--- config.mk ---
export PLATFORM = sky130hd
export DESIGN_NAME = eel_error_log
export DESIGN_NICKNAME = d
export VERILOG_FILES = /design/src/shared/eel_pkg.sv /design/src/hw/eel_error_log.sv
export SDC_FILE = /design/constraint.sdc
export NUM_CORES = 1
export LEC_CHECK = 0
export BUFFER_PORTS_ARGS = -buffer_cell sky130_fd_sc_hd__buf_2
export CORE_MARGIN = 10
export CORE_UTILIZATION = 53
export DETAILED_ROUTE_END_ITERATION = 10
export GPL_ROUTABILITY_DRIVEN = 1
export PLACE_DENSITY_LB_ADDON = 0.3
export SYNTH_ARGS = -nofsm -noshare
export SYNTH_HDL_FRONTEND = slang
export SYNTH_SLANG_ARGS = --single-unit
--- constraint.sdc ---
create_clock -name clk -period 6.9 [get_ports clk]
set_input_delay 1.38 -clock clk [delete_from_list [all_inputs] [get_ports clk]]
set_output_delay 1.38 -clock clk [all_outputs]
set_load 0.03 [all_outputs]
--- src/shared/eel_pkg.sv ---
// Package with register map, field layout and types of the ECC error log
// Notes on behaviour
// - Single error on bit n<32 sets low map bit n
// - Single error on bit 32+n sets high map bit n
// - Map writes clear ones, ignore zeros
// - Two-deep FIFO logs single error burst addresses
// - Writing 0x1 pops the oldest FIFO entry
// - Writing 0x2 pops both; other values ignored
// - First double error burst address is captured
// - Writing 0x1 clears double log; others ignored
// - Count above nonzero threshold raises interrupt
package eel_pkg;

    localparam int EEL_ADDR_W = 8;
    localparam int EEL_DATA_W = 32;
    localparam int EEL_STRB_W = 4;

    localparam logic [7:0] EEL_OFF_ERR_COUNT = 8'h00;
    localparam logic [7:0] EEL_OFF_THRESHOLD = 8'h04;
    localparam logic [7:0] EEL_OFF_MAP_LOW = 8'h08;
    localparam logic [7:0] EEL_OFF_ADDR_FIFO = 8'h0c;
    localparam logic [7:0] EEL_OFF_DBL_ADDR = 8'h10;
    localparam logic [7:0] EEL_OFF_MAP_HIGH = 8'h14;
    localparam logic [7:0] EEL_OFF_IRQ_STATUS = 8'h18;
    localparam logic [7:0] EEL_OFF_IRQ_MASK = 8'h1c;

    localparam int EEL_THR_LSB = 24;
    localparam int EEL_THR_W = 8;

    localparam logic [31:0] EEL_POP_ONE = 32'h0000_0001;
    localparam logic [31:0] EEL_POP_BOTH = 32'h0000_0002;
    localparam logic [31:0] EEL_DBL_CLEAR = 32'h0000_0001;

    localparam logic [1:0] EEL_FIFO_DEPTH = 2'h2;

    localparam int EEL_IRQ_W = 3;
    localparam int EEL_IRQ_SINGLE = 0;
    localparam int EEL_IRQ_DOUBLE = 1;
    localparam int EEL_IRQ_THRESH = 2;

    localparam logic [31:0] EEL_RST_WORD = 32'h0000_0000;
    localparam logic [7:0] EEL_RST_THR = 8'h00;
    localparam logic [2:0] EEL_RST_IRQ = 3'h0;

    localparam logic [1:0] EEL_RESP_OKAY = 2'h0;
    localparam logic [1:0] EEL_RESP_SLVERR = 2'h2;

    typedef struct packed {
        logic singleErr;
        logic doubleErr;
        logic [63:0] errBits;
        logic [31:0] burstAddr;
    } eel_report_s;

    typedef enum {
        SEL_COUNT,
        SEL_THRESH,
        SEL_MAP_LOW,
        SEL_ADDR_FIFO,
        SEL_DBL_ADDR,
        SEL_MAP_HIGH,
        SEL_IRQ_STATUS,
        SEL_IRQ_MASK,
        SEL_NONE
    } eel_sel_e;

endpackage

--- src/hw/eel_error_log.sv ---
// ECC error log: bit maps, address FIFO, double error log, AXI4-Lite slave
`timescale 1ns/1ns
module eel_error_log (
    input wire logic clk,
    input wire logic nrst,
    input wire eel_pkg::eel_report_s report,
    input wire logic [eel_pkg::EEL_ADDR_W-1:0] awaddr,
    input wire logic awvalid,
    output logic awready,
    input wire logic [eel_pkg::EEL_DATA_W-1:0] wdata,
    input wire logic [eel_pkg::EEL_STRB_W-1:0] wstrb,
    input wire logic wvalid,
    output logic wready,
    output logic [1:0] bresp,
    output logic bvalid,
    input wire logic bready,
    input wire logic [eel_pkg::EEL_ADDR_W-1:0] araddr,
    input wire logic arvalid,
    output logic arready,
    output logic [eel_pkg::EEL_DATA_W-1:0] rdata,
    output logic [1:0] rresp,
    output logic rvalid,
    input wire logic rready,
    output logic irq
);
    import eel_pkg::*;

    function automatic eel_sel_e decodeSel(input logic [EEL_ADDR_W-1:0] a);
        logic [EEL_ADDR_W-1:0] w;
        w = {a[EEL_ADDR_W-1:2], 2'h0};
        if (w == EEL_OFF_ERR_COUNT) begin
            decodeSel = SEL_COUNT;
        end else if (w == EEL_OFF_THRESHOLD) begin
            decodeSel = SEL_THRESH;
        end else if (w == EEL_OFF_MAP_LOW) begin
            decodeSel = SEL_MAP_LOW;
        end else if (w == EEL_OFF_ADDR_FIFO) begin
            decodeSel = SEL_ADDR_FIFO;
        end else if (w == EEL_OFF_DBL_ADDR) begin
            decodeSel = SEL_DBL_ADDR;
        end else if (w == EEL_OFF_MAP_HIGH) begin
            decodeSel = SEL_MAP_HIGH;
        end else if (w == EEL_OFF_IRQ_STATUS) begin
            decodeSel = SEL_IRQ_STATUS;
        end else if (w == EEL_OFF_IRQ_MASK) begin
            decodeSel = SEL_IRQ_MASK;
        end else begin
            decodeSel = SEL_NONE;
        end
    endfunction

    // Bus side state
    logic awreadyReg;
    logic wreadyReg;
    logic bvalidReg;
    logic [1:0] brespReg;
    logic arreadyReg;
    logic rvalidReg;
    logic [1:0] rrespReg;
    logic [31:0] rdataReg;
    logic awHaveReg;
    logic wHaveReg;
    logic [EEL_ADDR_W-1:0] awAddrReg;
    logic [31:0] wDataReg;
    logic [3:0] wStrbReg;

    // Logging state
    logic [31:0] countReg;
    logic [7:0] thrReg;
    logic [31:0] mapLowReg;
    logic [31:0] mapHighReg;
    logic [31:0] slot0Reg;
    logic [31:0] slot1Reg;
    logic [1:0] fillReg;
    logic dblValidReg;
    logic [31:0] dblAddrReg;
    logic [EEL_IRQ_W-1:0] statusReg;
    logic [EEL_IRQ_W-1:0] maskReg;
    logic overReg;
    logic irqReg;

    // Write path decode
    wire awFire = awvalid && awreadyReg;
    wire wFire = wvalid && wreadyReg;
    wire doWrite = awHaveReg && wHaveReg && !bvalidReg;
    eel_sel_e wrSel;
    assign wrSel = decodeSel(awAddrReg);
    wire [31:0] byteMask = {{8{wStrbReg[3]}}, {8{wStrbReg[2]}},
                            {8{wStrbReg[1]}}, {8{wStrbReg[0]}}};
    // Unwritten byte lanes count as zero, so a partial write of a code
    // only acts when the written lanes alone form that code
    wire [31:0] wrData = wDataReg & byteMask;
    wire wrCount = doWrite && (wrSel == SEL_COUNT);
    wire wrThresh = doWrite && (wrSel == SEL_THRESH) && wStrbReg[3];
    wire wrMapLow = doWrite && (wrSel == SEL_MAP_LOW);
    wire wrFifo = doWrite && (wrSel == SEL_ADDR_FIFO);
    wire wrDbl = doWrite && (wrSel == SEL_DBL_ADDR);
    wire wrMapHigh = doWrite && (wrSel == SEL_MAP_HIGH);
    wire wrMask = doWrite && (wrSel == SEL_IRQ_MASK);
    wire [1:0] wrResp = (wrSel == SEL_NONE) ? EEL_RESP_SLVERR : EEL_RESP_OKAY;

    // Read path decode
    wire arFire = arvalid && arreadyReg;
    eel_sel_e rdSel;
    assign rdSel = decodeSel(araddr);
    wire rdStatus = arFire && (rdSel == SEL_IRQ_STATUS);
    wire [31:0] fifoHead = (fillReg != 2'h0) ? slot0Reg : EEL_RST_WORD;
    wire [31:0] thrWord = {thrReg, 24'h00_0000};
    wire [31:0] statusWord = {29'h0000_0000, statusReg};
    wire [31:0] maskWord = {29'h0000_0000, maskReg};
    wire [31:0] rdMux = (rdSel == SEL_COUNT) ? countReg :
                        (rdSel == SEL_THRESH) ? thrWord :
                        (rdSel == SEL_MAP_LOW) ? mapLowReg :
                        (rdSel == SEL_ADDR_FIFO) ? fifoHead :
                        (rdSel == SEL_DBL_ADDR) ? dblAddrReg :
                        (rdSel == SEL_MAP_HIGH) ? mapHighReg :
                        (rdSel == SEL_IRQ_STATUS) ? statusWord :
                        (rdSel == SEL_IRQ_MASK) ? maskWord :
                        EEL_RST_WORD;
    wire [1:0] rdResp = (rdSel == SEL_NONE) ? EEL_RESP_SLVERR : EEL_RESP_OKAY;

    // Distribution maps: a new error wins over a clear of the same bit
    wire [31:0] setLow = report.singleErr ? report.errBits[31:0] : 32'h0;
    wire [31:0] setHigh = report.singleErr ? report.errBits[63:32] : 32'h0;
    wire [31:0] clrLow = wrMapLow ? wrData : 32'h0;
    wire [31:0] clrHigh = wrMapHigh ? wrData : 32'h0;
    wire [31:0] mapLowNext = (mapLowReg & ~clrLow) | setLow;
    wire [31:0] mapHighNext = (mapHighReg & ~clrHigh) | setHigh;

    // Address FIFO: pop first, then push into the room the pop made
    wire popOne = wrFifo && (wrData == EEL_POP_ONE);
    wire popBoth = wrFifo && (wrData == EEL_POP_BOTH);
    wire [1:0] fillAfterPop = popBoth ? 2'h0 :
                              (popOne && fillReg != 2'h0) ?
                              fillReg - 2'h1 : fillReg;
    wire [31:0] headAfterPop = popOne ? slot1Reg : slot0Reg;
    wire pushOk = report.singleErr && (fillAfterPop != EEL_FIFO_DEPTH);
    wire [31:0] slot0Next = (pushOk && fillAfterPop == 2'h0) ?
                            report.burstAddr : headAfterPop;
    wire [31:0] slot1Next = (pushOk && fillAfterPop == 2'h1) ?
                            report.burstAddr : slot1Reg;
    wire [1:0] fillNext = fillAfterPop + {1'b0, pushOk};

    // Double error log holds the first address until cleared
    wire dblClear = wrDbl && (wrData == EEL_DBL_CLEAR);
    wire dblCapture = report.doubleErr && (!dblValidReg || dblClear);
    wire dblValidNext = dblCapture || (dblValidReg && !dblClear);
    wire [31:0] dblAddrNext = dblCapture ? report.burstAddr :
                              dblClear ? EEL_RST_WORD : dblAddrReg;

    // Error counter saturates both ways so software cannot wrap it
    wire [32:0] countInc = {1'b0, countReg} + {32'h0, report.singleErr};
    wire [32:0] countSub = wrCount ? {1'b0, wrData} : 33'h0;
    wire [31:0] countNext = (countSub > countInc) ? 32'h0 :
                            (countInc - countSub > 33'h0_ffff_ffff) ?
                            32'hffff_ffff :
                            32'(countInc - countSub);
    wire [7:0] thrNext = wrThresh ? wrData[EEL_THR_LSB +: EEL_THR_W] : thrReg;
    // Threshold zero means no threshold interrupt at all
    wire overNext = (thrNext != EEL_RST_THR) &&
                    (countNext > {24'h00_0000, thrNext});

    // Status: events set, a read of the register clears, set wins
    wire [EEL_IRQ_W-1:0] events = {overNext && !overReg,
                                   report.doubleErr,
                                   report.singleErr};
    wire [EEL_IRQ_W-1:0] statusClr = rdStatus ? {EEL_IRQ_W{1'b1}} : EEL_RST_IRQ;
    wire [EEL_IRQ_W-1:0] statusNext = (statusReg & ~statusClr) | events;
    wire [EEL_IRQ_W-1:0] maskNext = wrMask ? wrData[EEL_IRQ_W-1:0] : maskReg;

    always_ff @(posedge clk) begin
        if (!nrst) begin
            awreadyReg <= 1'b0;
            wreadyReg <= 1'b0;
            awHaveReg <= 1'b0;
            wHaveReg <= 1'b0;
            awAddrReg <= '0;
            wDataReg <= EEL_RST_WORD;
            wStrbReg <= 4'h0;
        end else begin
            if (awFire) begin
                awAddrReg <= awaddr;
                awHaveReg <= 1'b1;
                awreadyReg <= 1'b0;
            end else if (doWrite) begin
                awHaveReg <= 1'b0;
            end else if (!awHaveReg && !bvalidReg) begin
                awreadyReg <= 1'b1;
            end
            if (wFire) begin
                wDataReg <= wdata;
                wStrbReg <= wstrb;
                wHaveReg <= 1'b1;
                wreadyReg <= 1'b0;
            end else if (doWrite) begin
                wHaveReg <= 1'b0;
            end else if (!wHaveReg && !bvalidReg) begin
                wreadyReg <= 1'b1;
            end
        end
    end

    always_ff @(posedge clk) begin
        if (!nrst) begin
            bvalidReg <= 1'b0;
            brespReg <= EEL_RESP_OKAY;
        end else if (doWrite) begin
            bvalidReg <= 1'b1;
            brespReg <= wrResp;
        end else if (bvalidReg && bready) begin
            bvalidReg <= 1'b0;
        end
    end

    // One read at a time; the answer stands one cycle after acceptance
    always_ff @(posedge clk) begin
        if (!nrst) begin
            arreadyReg <= 1'b0;
            rvalidReg <= 1'b0;
            rrespReg <= EEL_RESP_OKAY;
            rdataReg <= EEL_RST_WORD;
        end else if (arFire) begin
            arreadyReg <= 1'b0;
            rvalidReg <= 1'b1;
            rrespReg <= rdResp;
            rdataReg <= rdMux;
        end else if (rvalidReg && rready) begin
            rvalidReg <= 1'b0;
        end else if (!rvalidReg) begin
            arreadyReg <= 1'b1;
        end
    end

    always_ff @(posedge clk) begin
        if (!nrst) begin
            mapLowReg <= EEL_RST_WORD;
            mapHighReg <= EEL_RST_WORD;
        end else begin
            mapLowReg <= mapLowNext;
            mapHighReg <= mapHighNext;
        end
    end

    always_ff @(posedge clk) begin
        if (!nrst) begin
            slot0Reg <= EEL_RST_WORD;
            slot1Reg <= EEL_RST_WORD;
            fillReg <= 2'h0;
        end else begin
            slot0Reg <= slot0Next;
            slot1Reg <= slot1Next;
            fillReg <= fillNext;
        end
    end

    always_ff @(posedge clk) begin
        if (!nrst) begin
            dblValidReg <= 1'b0;
            dblAddrReg <= EEL_RST_WORD;
        end else begin
            dblValidReg <= dblValidNext;
            dblAddrReg <= dblAddrNext;
        end
    end

    always_ff @(posedge clk) begin
        if (!nrst) begin
            countReg <= EEL_RST_WORD;
            thrReg <= EEL_RST_THR;
            overReg <= 1'b0;
        end else begin
            countReg <= countNext;
            thrReg <= thrNext;
            overReg <= overNext;
        end
    end

    always_ff @(posedge clk) begin
        if (!nrst) begin
            statusReg <= EEL_RST_IRQ;
            maskReg <= EEL_RST_IRQ;
            irqReg <= 1'b0;
        end else begin
            statusReg <= statusNext;
            maskReg <= maskNext;
            irqReg <= |(statusNext & maskNext);
        end
    end

    assign awready = awreadyReg;
    assign wready = wreadyReg;
    assign bvalid = bvalidReg;
    assign bresp = brespReg;
    assign arready = arreadyReg;
    assign rvalid = rvalidReg;
    assign rresp = rrespReg;
    assign rdata = rdataReg;
    assign irq = irqReg;

endmodule

* Word level (Yosys, flattened, before mapping)
Index checks and enable logic that the tools add are counted.
** Storage, ports and cells
- Register bits :: 298
- Bits of input ports :: 157
- Logic and storage cells :: 188
** Cells by class
- Add/sub/neg operators :: 4
- Order comparisons :: 3
- Equality and inequality tests :: 33
- Mux-type cells :: 50
- Bitwise gates (word level) :: 15
- Reduce and logical (&&, ||, !) cells :: 57
** Operators with widths (number)
- $mux 32 :: 18
- $eq 32x4->1 const B :: 7
- $eq 32x3->1 const B :: 4
- $and 32x32->32 :: 3
- $eq 32x2->1 const B :: 3
- $eq 32x5->1 const B :: 2
- $logic_not 32->1 :: 2
- $mux 4 :: 16
- $not 32->32 :: 2
- $or 32x32->32 :: 2
- $eq 6x3->1 const B :: 8
- $add 32x1->33 :: 1
- $gt 32x33->1 :: 1
- $gt 33x32->1 const B :: 1
- $sub 33x32->33 :: 1
- $eq 32x1->1 const B :: 1
- $gt 32x8->1 :: 1
- $logic_and 1x1->1 :: 29
- $eq 6x2->1 const B :: 4
- $reduce_bool 2->1 :: 7
- $eq 6x1->1 const B :: 2
- $logic_not 6->1 :: 2
- $mux 3 :: 4
- $mux 2 :: 4
- 17 further kinds :: 37

* Depth between registers and ports, before layout
- Depth after elaboration :: 22
- Gate-level depth with buffers :: 31

* Least setup slack after synthesis
Ideal clock, no wire load.
- Path kind :: input-to-reg
- From :: input port report[97] (netlist bit)
- To :: register statusReg[2]
- Setup time :: 0.115 ns
- Data arrival time :: 6.629 ns
- Data required time :: 6.785 ns
- Setup slack :: 0.155 ns
- Stages :: 30
- Cells stage by stage :: ha_1 > ha_1 > nand3_1 > nor2_1 > and4_1 > clkbuf_1 > nor2b_1 > nand4_1 > xnor2_1 > ha_1 > nand4_1 > nor4_1 > a21oi_1 > nand2_1 > a211oi_1 > o21bai_1 > a211o_1 > buf_2 > o21a_1 > ha_1 > nor2b_1 > o21a_1 > o21a_1 > o21a_1 > o21bai_1 > a21o_1 > nand4_1 > nor4_1 > a21oi_1 > a31o_1
** On the way
- Longest elaborated chain between the ends :: 9
- Elaborated cells on any way between the ends :: 10
** RTL lines
- start, declared :: line eel_error_log.sv:6 : input wire eel_pkg::eel_report_s report,
- $add 32x1->33 (*) :: line eel_error_log.sv:152 : wire [32:0] countInc = {1'b0, countReg} + {32'h0, report.singleErr};
- $sub 33x32->33 :: line eel_error_log.sv:157 : 32'(countInc - countSub);
- $gt 33x32->1 :: line eel_error_log.sv:155 : (countInc - countSub > 33'h0_ffff_ffff) ?
- $mux 32 :: line eel_error_log.sv:155
- $mux 32 (*) :: line eel_error_log.sv:154 : wire [31:0] countNext = (countSub > countInc) ? 32'h0 :
- via countNext[1] :: line eel_error_log.sv:154
- $gt 32x8->1 (*) :: line eel_error_log.sv:161 : (countNext > {24'h00_0000, thrNext});
- $logic_and 1x1->1 (*) :: line eel_error_log.sv:160 : wire overNext = (thrNext != EEL_RST_THR) &&
- $logic_and 1x1->1 (*) :: line eel_error_log.sv:164 : wire [EEL_IRQ_W-1:0] events = {overNext && !overReg,
- $or 3x3->3 (*) :: line eel_error_log.sv:168 : wire [EEL_IRQ_W-1:0] statusNext = (statusReg & ~statusClr) | events;
- end signal, assigned :: line eel_error_log.sv:284 : statusReg <= statusNext;
- end, declared :: line eel_error_log.sv:77 : logic [EEL_IRQ_W-1:0] statusReg;
The timed path passes the listed nets; every way through them passes the cells marked *.
A chain may end at the register's enable or synchronous reset.

* Final worst setup path
Ends and elaborated chain as after synthesis.

==> out/metrics.yaml <==
run_status: "finished clean"
wl_per_cell_um: 20.7
syn-cell-area_um2: 15100
rsz0062_at_grt: "false"
critical_path_arrival_ns: 6.95
grt-ovfl-total: 0
post-route-worst-setup-slack_ns: 0.384
final_routed_wirelength_across_all_metal_layers_um: 50100
worstSkewPairLatency_ns: 0.55
gr_busiest_metal: "met2"
ys_seq_area_frac: 0.389
floorplan.die.width_um: 189
port_buffers: 192
layout_commonest_cell: "nand2_1"
number_of_endpoints_with_negative_hold_slack_in_the_final_report: 0
antenna_left: 0
ctsHtreeMaxLevel: 1
setup_viol: 0
leakage_uw: 0.00740
via_count: 14700
yosysWarningCount: 0
rows: 61
vdd_drop_max_mv: 0.227
crit_path_top_delay_cell: "a211o_1"
dieHeight_um: 189
post-route-drc-count: 0
relSlewSlack: 0.166
powerDensity_nw_per_um2: 350
tritoncts: "yes"
p_seq_frac: 0.329
cts-root-buf: "clkbuf_16"
drt_first_pass_iters: 6
switching_power_share_of_the_total: 0.379
core_region_area_um2: 28000
number_of_sinks_driven_by_the_clock_tree: 294
starting_drt_drc_count: 1715
cpPeakStageDelay_ns: 0.36
worstPathMaxFanout: 5
global_route_wire_length_before_repair_um: 77900
share_of_total_power_in_combinational_logic: 0.409
worst-slew-pin-transition_ns: 1.25
grt_pass1_vias: 14200
flow.area_growth_from_synthesis_pct: 17.1
synth_fa_ha_area_frac: 0.0369
timing.critical_path.required_ns: 7.34
post-route-min-period_ns: 6.52
ys_seq_elements: 294
synth_top_family_by_area: "compound AO/OA/AOI/OAI gates"
nNetsFinal: 2216
synth_async_sr_flop_share: 0
period_utilisation_layout: 0.944
place_congestion: 0.979
synth.mux.area_fraction: 0.0377
maxClockFrequency_mhz: 153
critical_path_start_type: "input pin"
clkPwrFrac: 0.262
dp_hpwl_um: 36800
report.final.slew_viol_count: 0
clock_skew_ns: 0.0133
drv_cap: 0
grt_start_max_net_pins: 147
place_ws_ns: -0.0685
design.portCount: 199
cts.repair.resized: 0
hold_path_class: "flop to flop"
compound_gate_fraction_of_synth_area: 0.277
grt_antenna_before_repair: 0
sort_of_element_at_the_end_of_the_critical_path: "flop"
layout_cells_sized_above_1: 0.176
layout.cells.most_common_list: "369 x nand2_1, 294 x dfxtp_1, 191 x buf_2, 146 x o21ai_0, 121 x a21boi_0"
max-clock-path-buffers: 3
dieArea_um2: 35700
use_met2: 0.442
grt_use_met3: 0.0432
floorplan.initialDensity: 0.540
switching_power_uw: 2350
synth_xor_xnor_area_share: 0.0295
cts_buffers: 30
avgSynthCellArea_um2: 8.24
setup.worst_path.class: "input pin to flop"
grt_use_total: 0.265
synth_edf_count: 0
syn-instance-count: 1837
num-fill-cells: 2465
p_int_uw: 3850
antenna_cells_inserted: 0
met1_usage: 0.352
setup_total_negative_slack_ns: 0
synth_ff_type: "dfxtp_1"
clk_pin_slew_worst_paths_ns: 0.06
hold_buffer_count_at_cts: 0
number_of_vias_per_cell_after_detailed_routing: 6.08
synth_cell_types: 69
cts.repair_timing.setup_buffer_count: 0
synthSimpleGateAreaFrac: 0.189
==> through the flow <==
stage	util	instance area, um^2	hold WS (ns)	instances	total power [uW]
finish	0.632	17700	0.456	2417	6190
CTS	0.632	17700	0.458	2417	6160
detailed placement	0.597	16700	0.449	2361	4540
floorplan	-	15100	0.435	1838	3650
global placement	0.597	16700	0.440	2361	4510
global route	0.632	17700	0.472	2417	6540
==> metal layers <==
metal	vias to the layer above	share of wire	routed length [um]
met4	0	0.019	968
met1	7044	0.42	21300
li1	6979	-	-
met5	-	0	0
met3	70	0.081	4040
met2	599	0.48	23800
==> state kept, by name (all words and copies together), names as in the netlist, 2 cells and up <==
signal and flops:
rdata 32, dblAddrReg 32, mapHighReg 32, statusReg 3, wStrbReg 4, mapLowReg 32
fillReg 2, thrReg 8, maskReg 3, countReg 32, awAddrReg 6, slot0Reg 32
wDataReg 32, slot1Reg 32
==> worst max-delay path, delay by kind of cell <==
kind	cells	cell delay (ns)
buffers and inverters	3	0.45
xor gates and xnor gates	1	0.16
adders and majority gates	4	1.05
and+or+nand+nor	11	1.76
AOI/OAI and AO/OA	12	2.15
==> final cells by class <==
class,instances,area [um^2],area share
Clock buffer,40,860,0.0485
Clock inverter,16,131,0.00742
Inverter,15,56.3,0.00318
Multi-Input combinational cell,1394,8680,0.490
Sequential cell,294,5890,0.332
Tap cell,378,473,0.0267
Timing Repair Buffer,280,1630,0.0919
==> cells in the mapped netlist (4+ instances only) <==
| master | number | area [um^2] |
|---|---|---|
| nand2_1 | 369 | 1390 |
| dfxtp_1 | 294 | 5890 |
| o21ai_0 | 146 | 731 |
| a21boi_0 | 121 | 908 |
| clkbuf_1 | 108 | 405 |
| nand3_1 | 93 | 465 |
| a21oi_1 | 89 | 445 |
| a21boi_1 | 60 | 450 |
| mux2i_1 | 48 | 480 |
| ha_1 | 43 | 538 |
| nor2_1 | 41 | 154 |
| o211a_1 | 41 | 410 |
| xnor2_1 | 33 | 289 |
| a221oi_1 | 24 | 210 |
| a222oi_1 | 21 | 210 |
| nor2b_1 | 20 | 125 |
| a22oi_1 | 18 | 135 |
| xor2_1 | 18 | 158 |
| and3_1 | 16 | 100 |
| buf_2 | 16 | 80.1 |
| nand4_1 | 16 | 100 |
| o21a_1 | 16 | 120 |
| and2_1 | 15 | 93.8 |
| inv_1 | 15 | 56.3 |
| a31oi_1 | 13 | 81.3 |
| nor3_1 | 11 | 55.1 |
| nor4_1 | 10 | 62.6 |
| or4_1 | 9 | 67.6 |
| a21o_1 | 8 | 60.1 |
| and4_1 | 7 | 61.3 |
| a211o_1 | 6 | 52.6 |
| a211oi_1 | 6 | 45.0 |
| buf_1 | 6 | 22.5 |
| nand2b_1 | 6 | 37.5 |
| o21ai_1 | 6 | 30.0 |
| o31ai_1 | 5 | 37.5 |
| or3_1 | 5 | 31.3 |
| o211ai_1 | 4 | 30.0 |
| o21bai_1 | 4 | 30.0 |
==> cell families after synthesis <==
group	after synthesis
fa+ha+maj	44
other cells	1
compound gates	611
flops	294
buf+inv	150
xor+xnor	51
mux	53
simple gates	633
==> worst paths after layout <==
check | start | endpoint | slack, ns | depth (start not counted)
max | report[97] | statusReg[2] | 0.38 | 31
max reg2reg | bvalid | statusReg[2] | 0.46 | 29
min | slot1Reg[17] | slot1Reg[17] | 0.46 | 2
min reg2reg | slot1Reg[17] | slot1Reg[17] | 0.46 | 2
==> power by group through the flow <==
| stage | Sequential, uW | Clock [uW] | Combinational [uW] |
|---|---|---|---|
| after floorplan | 2020 | 0 | 1630 |
| after global placement | 2060 | 0 | 2450 |
| after detailed placement | 2070 | 0 | 2470 |
| after CTS | 2030 | 1640 | 2490 |
| after global routing | 2050 | 1710 | 2770 |
| final | 2040 | 1620 | 2540 |
Note: power is estimated with default switching activity, not from simulation.
